==> src/hw/microstep_torque_params.svh <==
`ifndef MICROSTEP_TORQUE_PARAMS_SVH
`define MICROSTEP_TORQUE_PARAMS_SVH

// Register offsets
`define OFS_POINT_SEVEN 8'h1D
`define OFS_POINT_EIGHT 8'h1E
`define OFS_COUNT_LOW 8'h1F
`define OFS_COUNT_HIGH 8'h20
`define OFS_INIT_LOW 8'h21
`define OFS_CURRENT_FINAL 8'h22
`define OFS_FINAL_LOW 8'h23

// Field positions (least significant bit of each field)
`define POS_COUNT_HIGH 5
`define POS_RSVD 3
`define POS_LEARN_CURRENT 3

// Reset values
`define RST_POINT 8'h00
`define RST_COUNT 11'h000
`define RST_RSVD 2'h0
`define RST_INIT_PARAM 11'h000
`define RST_FINAL_PARAM 11'h000
`define RST_LEARN_CURRENT 5'h04
`define RST_RDATA 8'h00

// Learning current is the setting times eight
`define LEARN_CURRENT_SHIFT 3

// Samples averaged per count update, as a power of two
`define AVG_LOG2 2

`endif

==> src/hw/torque_regs_pkg.sv <==
package torque_regs_pkg;

  typedef logic [10:0] count_t;
  typedef logic [7:0] byte_t;

  typedef enum logic [1:0] {
    LEARN_IDLE,
    LEARN_INITIAL,
    LEARN_FINAL,
    LEARN_FINISH
  } learn_state_t;

endpackage

==> src/hw/torque_sample_if.sv <==
`timescale 1ns/10ps

interface torque_sample_if;
  import torque_regs_pkg::*;

  logic sample_valid;
  count_t sample;
  count_t count;
  logic count_update;

  modport source (
    output sample_valid,
    output sample,
    input count,
    input count_update
  );

  modport filter (
    input sample_valid,
    input sample,
    output count,
    output count_update
  );
endinterface

==> src/hw/load_torque_filter.sv <==
`timescale 1ns/10ps
`include "microstep_torque_params.svh"

// Box average of load samples; a mean of samples keeps the count
// proportional to the load while removing ripple of the current loop.
module load_torque_filter
  import torque_regs_pkg::*;
#(
  parameter int AVG_LOG2 = `AVG_LOG2
) (
  // Clock and reset
  input wire logic clk,
  input wire logic rst,
  // Sample stream in, averaged count out
  torque_sample_if.filter tq
);

  localparam int ACC_W = 11 + AVG_LOG2;

  logic [ACC_W-1:0] acc;
  logic [AVG_LOG2-1:0] fill;
  logic last_sample;
  logic [ACC_W-1:0] sum;

  assign last_sample = tq.sample_valid && (fill == {AVG_LOG2{1'b1}});
  assign sum = acc + ACC_W'(tq.sample);

  always_ff @(posedge clk) begin
    if (rst) begin
      acc <= '0;
      fill <= '0;
    end else if (tq.sample_valid) begin
      acc <= last_sample ? '0 : sum;
      fill <= fill + 1'b1;
    end
  end

  always_ff @(posedge clk) begin
    if (rst) begin
      tq.count <= `RST_COUNT;
      tq.count_update <= 1'b0;
    end else begin
      tq.count_update <= last_sample;
      if (last_sample) begin
        tq.count <= sum[ACC_W-1:AVG_LOG2];
      end
    end
  end

endmodule

==> src/hw/microstep_torque_regs.sv <==
`timescale 1ns/10ps
`include "microstep_torque_params.svh"

// Notes on behaviour
// - Register at 0x1D holds table point seven level, read/write, resets to zero.
// - Register at 0x1E holds table point eight level, read/write, resets to zero.
// - Register at 0x1F reads low eight bits of load torque count.
// - Load torque count rises and falls in proportion to motor load.
// - Bits 7-5 at 0x20 read the upper three count bits.
// - Initial level learn parameter: high bits 0x20[2:0], low byte 0x21.
// - Initial learning current is eight times setting in 0x22[7:3], reset 4.
// - Final level learn parameter upper bits sit in 0x22[2:0].
// - Final level learn parameter low byte sits at 0x23, resets to zero.
// - Table points are applied only while the custom table enable is one.
// - Learning starts on the start bit and the bit clears when learning ends.
module microstep_torque_regs
  import torque_regs_pkg::*;
#(
  parameter int AVG_LOG2 = `AVG_LOG2
) (
  // Clock and reset
  input wire logic clk,
  input wire logic rst,

  // Register port from the serial interface
  input wire logic [7:0] reg_addr,
  input wire logic [7:0] reg_wdata,
  input wire logic reg_write,
  input wire logic reg_read,
  output byte_t reg_rdata,
  output logic reg_rvalid,

  // Load measurement from the current regulator
  input wire logic [10:0] load_metric,
  input wire logic load_metric_valid,
  output count_t load_torque_count,

  // Custom microstep table
  input wire logic custom_table_enable,
  output byte_t table_point_seven_level,
  output byte_t table_point_eight_level,

  // Auto-torque learning
  input wire logic learning_start_bit,
  input wire logic learn_step_done,
  output logic learning_start_clear,
  output logic learning_active,
  output logic learning_at_final,
  output byte_t initial_learning_current,
  output count_t initial_level_learn_param,
  output count_t final_level_learn_param
);

  localparam int POINTS = 2;

  function automatic logic addr_hit(input logic [7:0] addr, input logic [7:0] ofs);
    addr_hit = (addr == ofs);
  endfunction

  // Load torque averaging
  torque_sample_if tq ();

  assign tq.sample_valid = load_metric_valid;
  assign tq.sample = load_metric;

  load_torque_filter #(
    .AVG_LOG2(AVG_LOG2)
  ) u_filter (
    .clk(clk),
    .rst(rst),
    .tq(tq)
  );

  assign load_torque_count = tq.count;

  // Address decode
  logic sel_seven;
  logic sel_eight;
  logic sel_count_low;
  logic sel_count_high;
  logic sel_init_low;
  logic sel_current_final;
  logic sel_final_low;

  assign sel_seven = addr_hit(reg_addr, `OFS_POINT_SEVEN);
  assign sel_eight = addr_hit(reg_addr, `OFS_POINT_EIGHT);
  assign sel_count_low = addr_hit(reg_addr, `OFS_COUNT_LOW);
  assign sel_count_high = addr_hit(reg_addr, `OFS_COUNT_HIGH);
  assign sel_init_low = addr_hit(reg_addr, `OFS_INIT_LOW);
  assign sel_current_final = addr_hit(reg_addr, `OFS_CURRENT_FINAL);
  assign sel_final_low = addr_hit(reg_addr, `OFS_FINAL_LOW);

  // Write strobes
  logic [POINTS-1:0] we_point;
  logic we_count_high;
  logic we_init_low;
  logic we_current_final;
  logic we_final_low;

  assign we_point[0] = reg_write && sel_seven;
  assign we_point[1] = reg_write && sel_eight;
  assign we_count_high = reg_write && sel_count_high;
  assign we_init_low = reg_write && sel_init_low;
  assign we_current_final = reg_write && sel_current_final;
  assign we_final_low = reg_write && sel_final_low;

  // Custom table points
  byte_t point [POINTS];

  genvar gi;
  generate
    for (gi = 0; gi < POINTS; gi++) begin : g_point
      always_ff @(posedge clk) begin
        if (rst) begin
          point[gi] <= `RST_POINT;
        end else if (we_point[gi]) begin
          point[gi] <= reg_wdata;
        end
      end
    end
  endgenerate

  always_ff @(posedge clk) begin
    if (rst) begin
      table_point_seven_level <= `RST_POINT;
      table_point_eight_level <= `RST_POINT;
    end else begin
      table_point_seven_level <= custom_table_enable ? point[0] : `RST_POINT;
      table_point_eight_level <= custom_table_enable ? point[1] : `RST_POINT;
    end
  end

  // Reserved bits of 0x20 keep what the host writes
  logic [1:0] rsvd_bits;

  always_ff @(posedge clk) begin
    if (rst) begin
      rsvd_bits <= `RST_RSVD;
    end else if (we_count_high) begin
      rsvd_bits <= reg_wdata[`POS_RSVD+1:`POS_RSVD];
    end
  end

  // Learning current setting
  logic [4:0] learn_current_setting;

  always_ff @(posedge clk) begin
    if (rst) begin
      learn_current_setting <= `RST_LEARN_CURRENT;
    end else if (we_current_final) begin
      learn_current_setting <= reg_wdata[7:`POS_LEARN_CURRENT];
    end
  end

  always_ff @(posedge clk) begin
    if (rst) begin
      initial_learning_current <= byte_t'({`RST_LEARN_CURRENT, 3'h0});
    end else begin
      initial_learning_current <= byte_t'({learn_current_setting, 3'h0});
    end
  end

  // Learning sequencer
  learn_state_t state;
  learn_state_t next_state;
  logic capture_initial;
  logic capture_final;

  assign capture_initial = (state == LEARN_INITIAL) && learn_step_done;
  assign capture_final = (state == LEARN_FINAL) && learn_step_done;

  always_comb begin
    next_state = state;
    case (state)
      LEARN_IDLE: begin
        if (learning_start_bit) begin
          next_state = LEARN_INITIAL;
        end
      end
      LEARN_INITIAL: begin
        if (learn_step_done) begin
          next_state = LEARN_FINAL;
        end
      end
      LEARN_FINAL: begin
        if (learn_step_done) begin
          next_state = LEARN_FINISH;
        end
      end
      LEARN_FINISH: begin
        if (!learning_start_bit) begin
          next_state = LEARN_IDLE;
        end
      end
      default: begin
        next_state = LEARN_IDLE;
      end
    endcase
  end

  always_ff @(posedge clk) begin
    if (rst) begin
      state <= LEARN_IDLE;
    end else begin
      state <= next_state;
    end
  end

  always_ff @(posedge clk) begin
    if (rst) begin
      learning_start_clear <= 1'b0;
    end else begin
      learning_start_clear <= capture_final;
    end
  end

  assign learning_active = (state == LEARN_INITIAL) || (state == LEARN_FINAL);
  assign learning_at_final = (state == LEARN_FINAL);

  // Learned parameters; a capture wins over a host write in the same cycle
  // so a finished measurement is never lost.
  // initial level parameter
  always_ff @(posedge clk) begin
    if (rst) begin
      initial_level_learn_param <= `RST_INIT_PARAM;
    end else if (capture_initial) begin
      initial_level_learn_param <= tq.count;
    end else begin
      if (we_count_high) begin
        initial_level_learn_param[10:8] <= reg_wdata[2:0];
      end
      if (we_init_low) begin
        initial_level_learn_param[7:0] <= reg_wdata;
      end
    end
  end

  always_ff @(posedge clk) begin
    if (rst) begin
      final_level_learn_param <= `RST_FINAL_PARAM;
    end else if (capture_final) begin
      final_level_learn_param <= tq.count;
    end else begin
      if (we_current_final) begin
        final_level_learn_param[10:8] <= reg_wdata[2:0];
      end
      if (we_final_low) begin
        final_level_learn_param[7:0] <= reg_wdata;
      end
    end
  end

  // Read data select
  byte_t next_rdata;

  always_comb begin
    next_rdata = `RST_RDATA;
    case (1'b1)
      sel_seven: next_rdata = point[0];
      sel_eight: next_rdata = point[1];
      sel_count_low: next_rdata = tq.count[7:0];
      sel_count_high: begin
        next_rdata = {tq.count[10:8], rsvd_bits, initial_level_learn_param[10:8]};
      end
      sel_init_low: next_rdata = initial_level_learn_param[7:0];
      sel_current_final: begin
        next_rdata = {learn_current_setting, final_level_learn_param[10:8]};
      end
      sel_final_low: next_rdata = final_level_learn_param[7:0];
      default: next_rdata = `RST_RDATA;
    endcase
  end

  // Read data is sampled at the strobe so a count update right after it
  // cannot tear the byte already handed to the serial port.
  always_ff @(posedge clk) begin
    if (rst) begin
      reg_rdata <= `RST_RDATA;
      reg_rvalid <= 1'b0;
    end else begin
      reg_rvalid <= reg_read;
      if (reg_read) begin
        reg_rdata <= next_rdata;
      end
    end
  end

endmodule

==> config.mk <==
export PLATFORM = sky130hd
export DESIGN_NAME = microstep_torque_regs
export DESIGN_NICKNAME = d
export VERILOG_FILES = /design/src/hw/torque_regs_pkg.sv /design/src/hw/torque_sample_if.sv /design/src/hw/load_torque_filter.sv /design/src/hw/microstep_torque_regs.sv
export VERILOG_INCLUDE_DIRS = /design/src /design/src/hw
export SDC_FILE = /design/constraint.sdc
export NUM_CORES = 1
export LEC_CHECK = 0
export BUFFER_PORTS_ARGS = -buffer_cell sky130_fd_sc_hd__buf_4
export CAP_MARGIN = 20
export CORE_MARGIN = 2
export CORE_UTILIZATION = 33
export DETAILED_ROUTE_END_ITERATION = 7
export MAX_ROUTING_LAYER = met4
export PLACE_DENSITY_LB_ADDON = 0.25
export SKIP_CTS_REPAIR_TIMING = 1
export SYNTH_ARGS = -nofsm -noshare
export SYNTH_HDL_FRONTEND = slang
export SYNTH_HIERARCHICAL = 1
export SYNTH_SLANG_ARGS = --single-unit
==> constraint.sdc <==
create_clock -name clk -period 6.95 [get_ports clk]
set_clock_uncertainty 0.2 [all_clocks]
set_input_delay 0.3475 -clock clk [delete_from_list [all_inputs] [get_ports clk]]
set_output_delay 0.3475 -clock clk [all_outputs]
set_load 0.05 [all_outputs]
[After elaboration in Yosys (flattened, before gate mapping)]
Memories as Yosys holds them, arrays and structs flattened.
Cells that the tools add are included.
Storage, ports and cells
  register bits after elaboration: 91
  latch bits: 0
  RAM bits: 16
  bits in read-only memories: 0
  input port bits: 35
  output and inout port bits: 69
  word-level logic and storage cells: 84
  memories kept: 1
Cells by class
  add/sub/neg operators: 2
  multipliers: 0
  divide/modulo/power cells: 0
  $lt $le $gt $ge: 0
  equal/unequal tests: 15
  shift operators: 0
  muxes and demuxes: 29
  bitwise operators: 3
  reduce and logical (&&, ||, !) cells: 17
Memory list
  point: words 2, bits a word 8, rd ports 2, clocked after memory_dff 0, wr ports 2, RTL line microstep_torque_regs.sv:108  | byte_t point [POINTS];
Operator list (number)
  $mux W8: 11
  $eq A8 B6 Y1 const B: 4
  $eq A8 B5 Y1 const B: 3
  $mux W11: 2
  $add A13 B11 Y13: 1
  $mux W13: 1
  $logic_and A1 B1 Y1: 9
  $mux W1: 8
  $mux W2: 4
  $ne A2 B2 Y1 const B: 4
  $pmux W2 S4: 1
  $reduce_bool A2 Y1: 4
  $eq A2 B2 Y1 const B: 3
  $mux W3: 2
  $reduce_and A4 Y1: 1
  $add A2 B1 Y2 const B: 1
  $eq A2 B1 Y1 const B: 1
  $logic_not A2 Y1: 1
  $or A1 B1 Y1: 2
  $reduce_or A2 Y1: 1
  $logic_or A1 B1 Y1: 1
  $not A1 Y1: 1

[Longest topological paths before layout]
  depth in word-level cells: 8
  mapped depth: 8
  mapped depth without buffers: 8

[Modules after synthesis]
The synthesis kept the hierarchy.
Modules (own cells, without submodules)
  microstep_torque_regs: instances 1, cells an instance 355, area an instance 3707.3 um2
  load_torque_filter: instances 1, cells an instance 201, area an instance 1674.1 um2

[Worst setup path before layout]
No wires, ideal clock.
  kind: input to register
  start: input port load_metric[0]
  end: register u_filter.acc[12]
  arrival time: 2029 ps
  data required time: 6676 ps
  slack: 4647 ps
  cell stages on the path: 8
  path buffers: 0
  cells stage by stage: ha_1 -> inv_1 -> fa_1 -> nor2b_4 -> o31a_1 -> o2111a_2 -> or4b_1 -> a31oi_1
Between the ends
  longest elaborated chain between the ends: 2
Ends and longest elaborated chain
  start, declared: RTL line microstep_torque_regs.sv:34  | input wire logic [10:0] load_metric,
  $add A13 B11 Y13: RTL line load_torque_filter.sv:26  | assign sum = acc + ACC_W'(tq.sample);
  $mux W13: RTL line load_torque_filter.sv:33  | acc <= last_sample ? '0 : sum;
  end signal, assigned: RTL line load_torque_filter.sv:33
  end, declared: RTL line load_torque_filter.sv:20  | logic [ACC_W-1:0] acc;
No other way between the ends.
A chain may end at the register's enable or synchronous reset.

[Worst setup path after layout]
  start: register u_filter.acc[0]
  end: register u_filter.tq.count[6]
Between the ends
  longest elaborated chain between the ends: 1
Ends and longest elaborated chain
  $add A13 B11 Y13: RTL line load_torque_filter.sv:26
  end signal, assigned: RTL line load_torque_filter.sv:40  | tq.count <= `RST_COUNT;
  end signal, assigned: RTL line load_torque_filter.sv:45  | tq.count <= sum[ACC_W-1:AVG_LOG2];
  end, declared: RTL line torque_sample_if.sv:21  | output count,
No other way between the ends.

==> out/results.tsv <==
stage	metric	value	unit
grt	antenna_found_initial	0	
clock_tree	cts_tree	built	
sta	maxSlewHeadroom	23.3	%
cells_and_area	layout-drive-gt1-share	25.6	%
clock_tree	root_buffer	clkbuf_16	
clock_tree	clock-sinks	104	
sta	post-route-period-util	35.6	%
power	internal_power	1170	uW
floorplanning	initial_core_util	33.7	%
sta	slew_violations	0	
sta	period_needed	2470	ps
detailed_routing	viasPerCell	5.62	
floorplanning	die-area	17300	um^2
grt	grtUsageTotal	19.2	%
detailed_routing	postRouteAntennaNets	0	
floorplanning	num_rows	46	
power	vdd_drop_max	0.137	mV
grt	grt_pass1_wl	25300	um
clock_tree	clockBufferDepth	2	
power	clockPowerShare	30.7	%
placement	portBuffers	100	
yosys	syn-instance-count	554	
detailed_routing	drt_iter0_markers	360	
outcome	status	complete, no violations	
cells_and_area	final_nets	681	
sta	finalHoldViolCount	0	
power	p_leak	0.00261	uW
placement	hpwlAfterDp	12000	um
worst_setup_path	cp-start-kind	flop	
sta	setup_tns	0	ps
sta	rsz0062_at_grt	no	
power	switching_share	35.7	%
worst_setup_path	arrival	2570	ps
min_path	hold_class	input pin to flop	
grt	grt_pass1_vias	4551	
floorplanning	core-area	15900	um^2
detailed_routing	route.vias.total	4780	
floorplanning	die_x	131	um
sta	setup_violations	0	
detailed_routing	routedWlPerCell	19.1	um
placement	place_congestion	0.894	
yosys	synth_area_per_cell	9.67	um^2
cells_and_area	final_cell_area	6490	um^2
power	pwr-share-seq	39.4	%
power	switchingPower	651	uW
sta	fmax	405	MHz
min_path	min_path_cells	3	
clock_tree	htree_num_levels	3	
worst_setup_path	critical_path_required	7050	ps
yosys	ys_warn_count	6	
grt	grt_max_degree	69	
sta	worst_pin_slew	1140	ps
cells_and_area	antennaDiodeCount	0	
detailed_routing	dr.pass1.iters	5	
yosys	syn_area	5360	um^2
worst_setup_path	reg2reg_depth	8	
power	power_density	281	nW/um^2
power	combPwrFrac	29.9	%
cells_and_area	areaGrowthSynthToFinish	21.1	%
floorplanning	ios	104	
floorplanning	die_h	131	um
job	maxCapViolations	0	
worst_setup_path	crit_fanout	5	
grt	grt_overflow_total	0	
worst_setup_path	crit_type	flop to flop	
worst_setup_path	endpoint_kind	flop	
clock_tree	numCtsBuffers	9	
detailed_routing	route.detailed.drc	0	
detailed_routing	postRouteWirelength	16200	um
clock_tree	insertion_delay	360	ps
placement	placed_cell_area	6140	um^2
clock_tree	clk_pin_slew	80	ps
registers in the layout, indices dropped and copies added (netlist names):
| register | flops |
|---|---|
| point | 16 |
| u_filter/acc | 13 |
| final_level_learn_param | 11 |
| initial_level_learn_param | 11 |
| u_filter/tq.count | 11 |
| reg_rdata | 8 |
| table_point_eight_level | 8 |
| table_point_seven_level | 8 |
| initial_learning_current | 5 |
| learn_current_setting | 5 |
| rsvd_bits | 2 |
| state | 2 |
| u_filter/fill | 2 |
| learning_start_clear | 1 |
| reg_rvalid | 1 |
final timing paths:
kind                         from                       end  slack [ps]
hold reg to reg      reg_rdata[4]              reg_rdata[4]         280
hold / removal       reg_wdata[6]  learn_current_setting[3]         100
setup / recovery  u_filter/acc[0]      u_filter/tq.count[6]        4480
setup reg to reg  u_filter/acc[0]      u_filter/tq.count[6]        4480
power by group through the flow:
stage	logic, uW	clock network (uW)	registers (uW)
after floorplan	296	0	825
after global placement	529	0	729
after detailed placement	542	0	732
after CTS	543	571	718
after global routing	585	592	724
final	545	561	719
placed cells by master (no fill, tap or decap), drive strengths merged, types with 7 or more instances in the layout:
master,count
a21oi,27
nand2,30
nor4b,7
edfxtp,16
o21ai,11
clkbuf,9
and3,19
and2,22
nor2b,12
mux2,8
inv,18
nor2,66
nor4,8
a22oi,11
ha,16
a311oi,13
nand4,8
buf,104
mux4,8
o221ai,8
nand3,19
dfxtp,88
a21o,9
a2111oi,23
cell type report:
type | instances | area, um^2
repair buffers | 104 | 785
multi-input cells | 395 | 2810
flip-flops and latches | 104 | 2240
clock inverters | 7 | 98.8
clock buffers | 9 | 225
well taps | 216 | 270
fillers | 1613 | 9400
inverters | 15 | 56.3
worst max-delay path, stage by stage, from the launching register on:
cell and delay (ps):
dfxtp_1 340, ha_1 160, inv_1 50, fa_1 430, nor2b_4 140, o31a_1 230
o21ai_0 220, a2111oi_0 450, a311o_1 180
per-stage QoR:
stage / hold WS [ps] / instances / utilization (%) / power, uW / setup WS, ps
finish: 99.9 / 850 / 40.8 / 1820 / 4480
CTS: 91.1 / 848 / 40.7 / 1830 / 4510
global placement: 255 / 832 / 38.7 / 1260 / 4340
detailed placement: 255 / 832 / 38.7 / 1270 / 4190
global route: 97.3 / 850 / 40.8 / 1900 / 4290
floorplan: 237 / 556 / - / 1120 / 4650
metal layers:
metal,routed length [um],global-route usage [%],up-vias
met4,477,7.73,0
met2,7800,30.7,213
met3,1180,4.67,38
met5,0,-,-
li1,-,-,2232
met1,6750,23.2,2297
No activity file was read; power rests on OpenSTA's default activity.
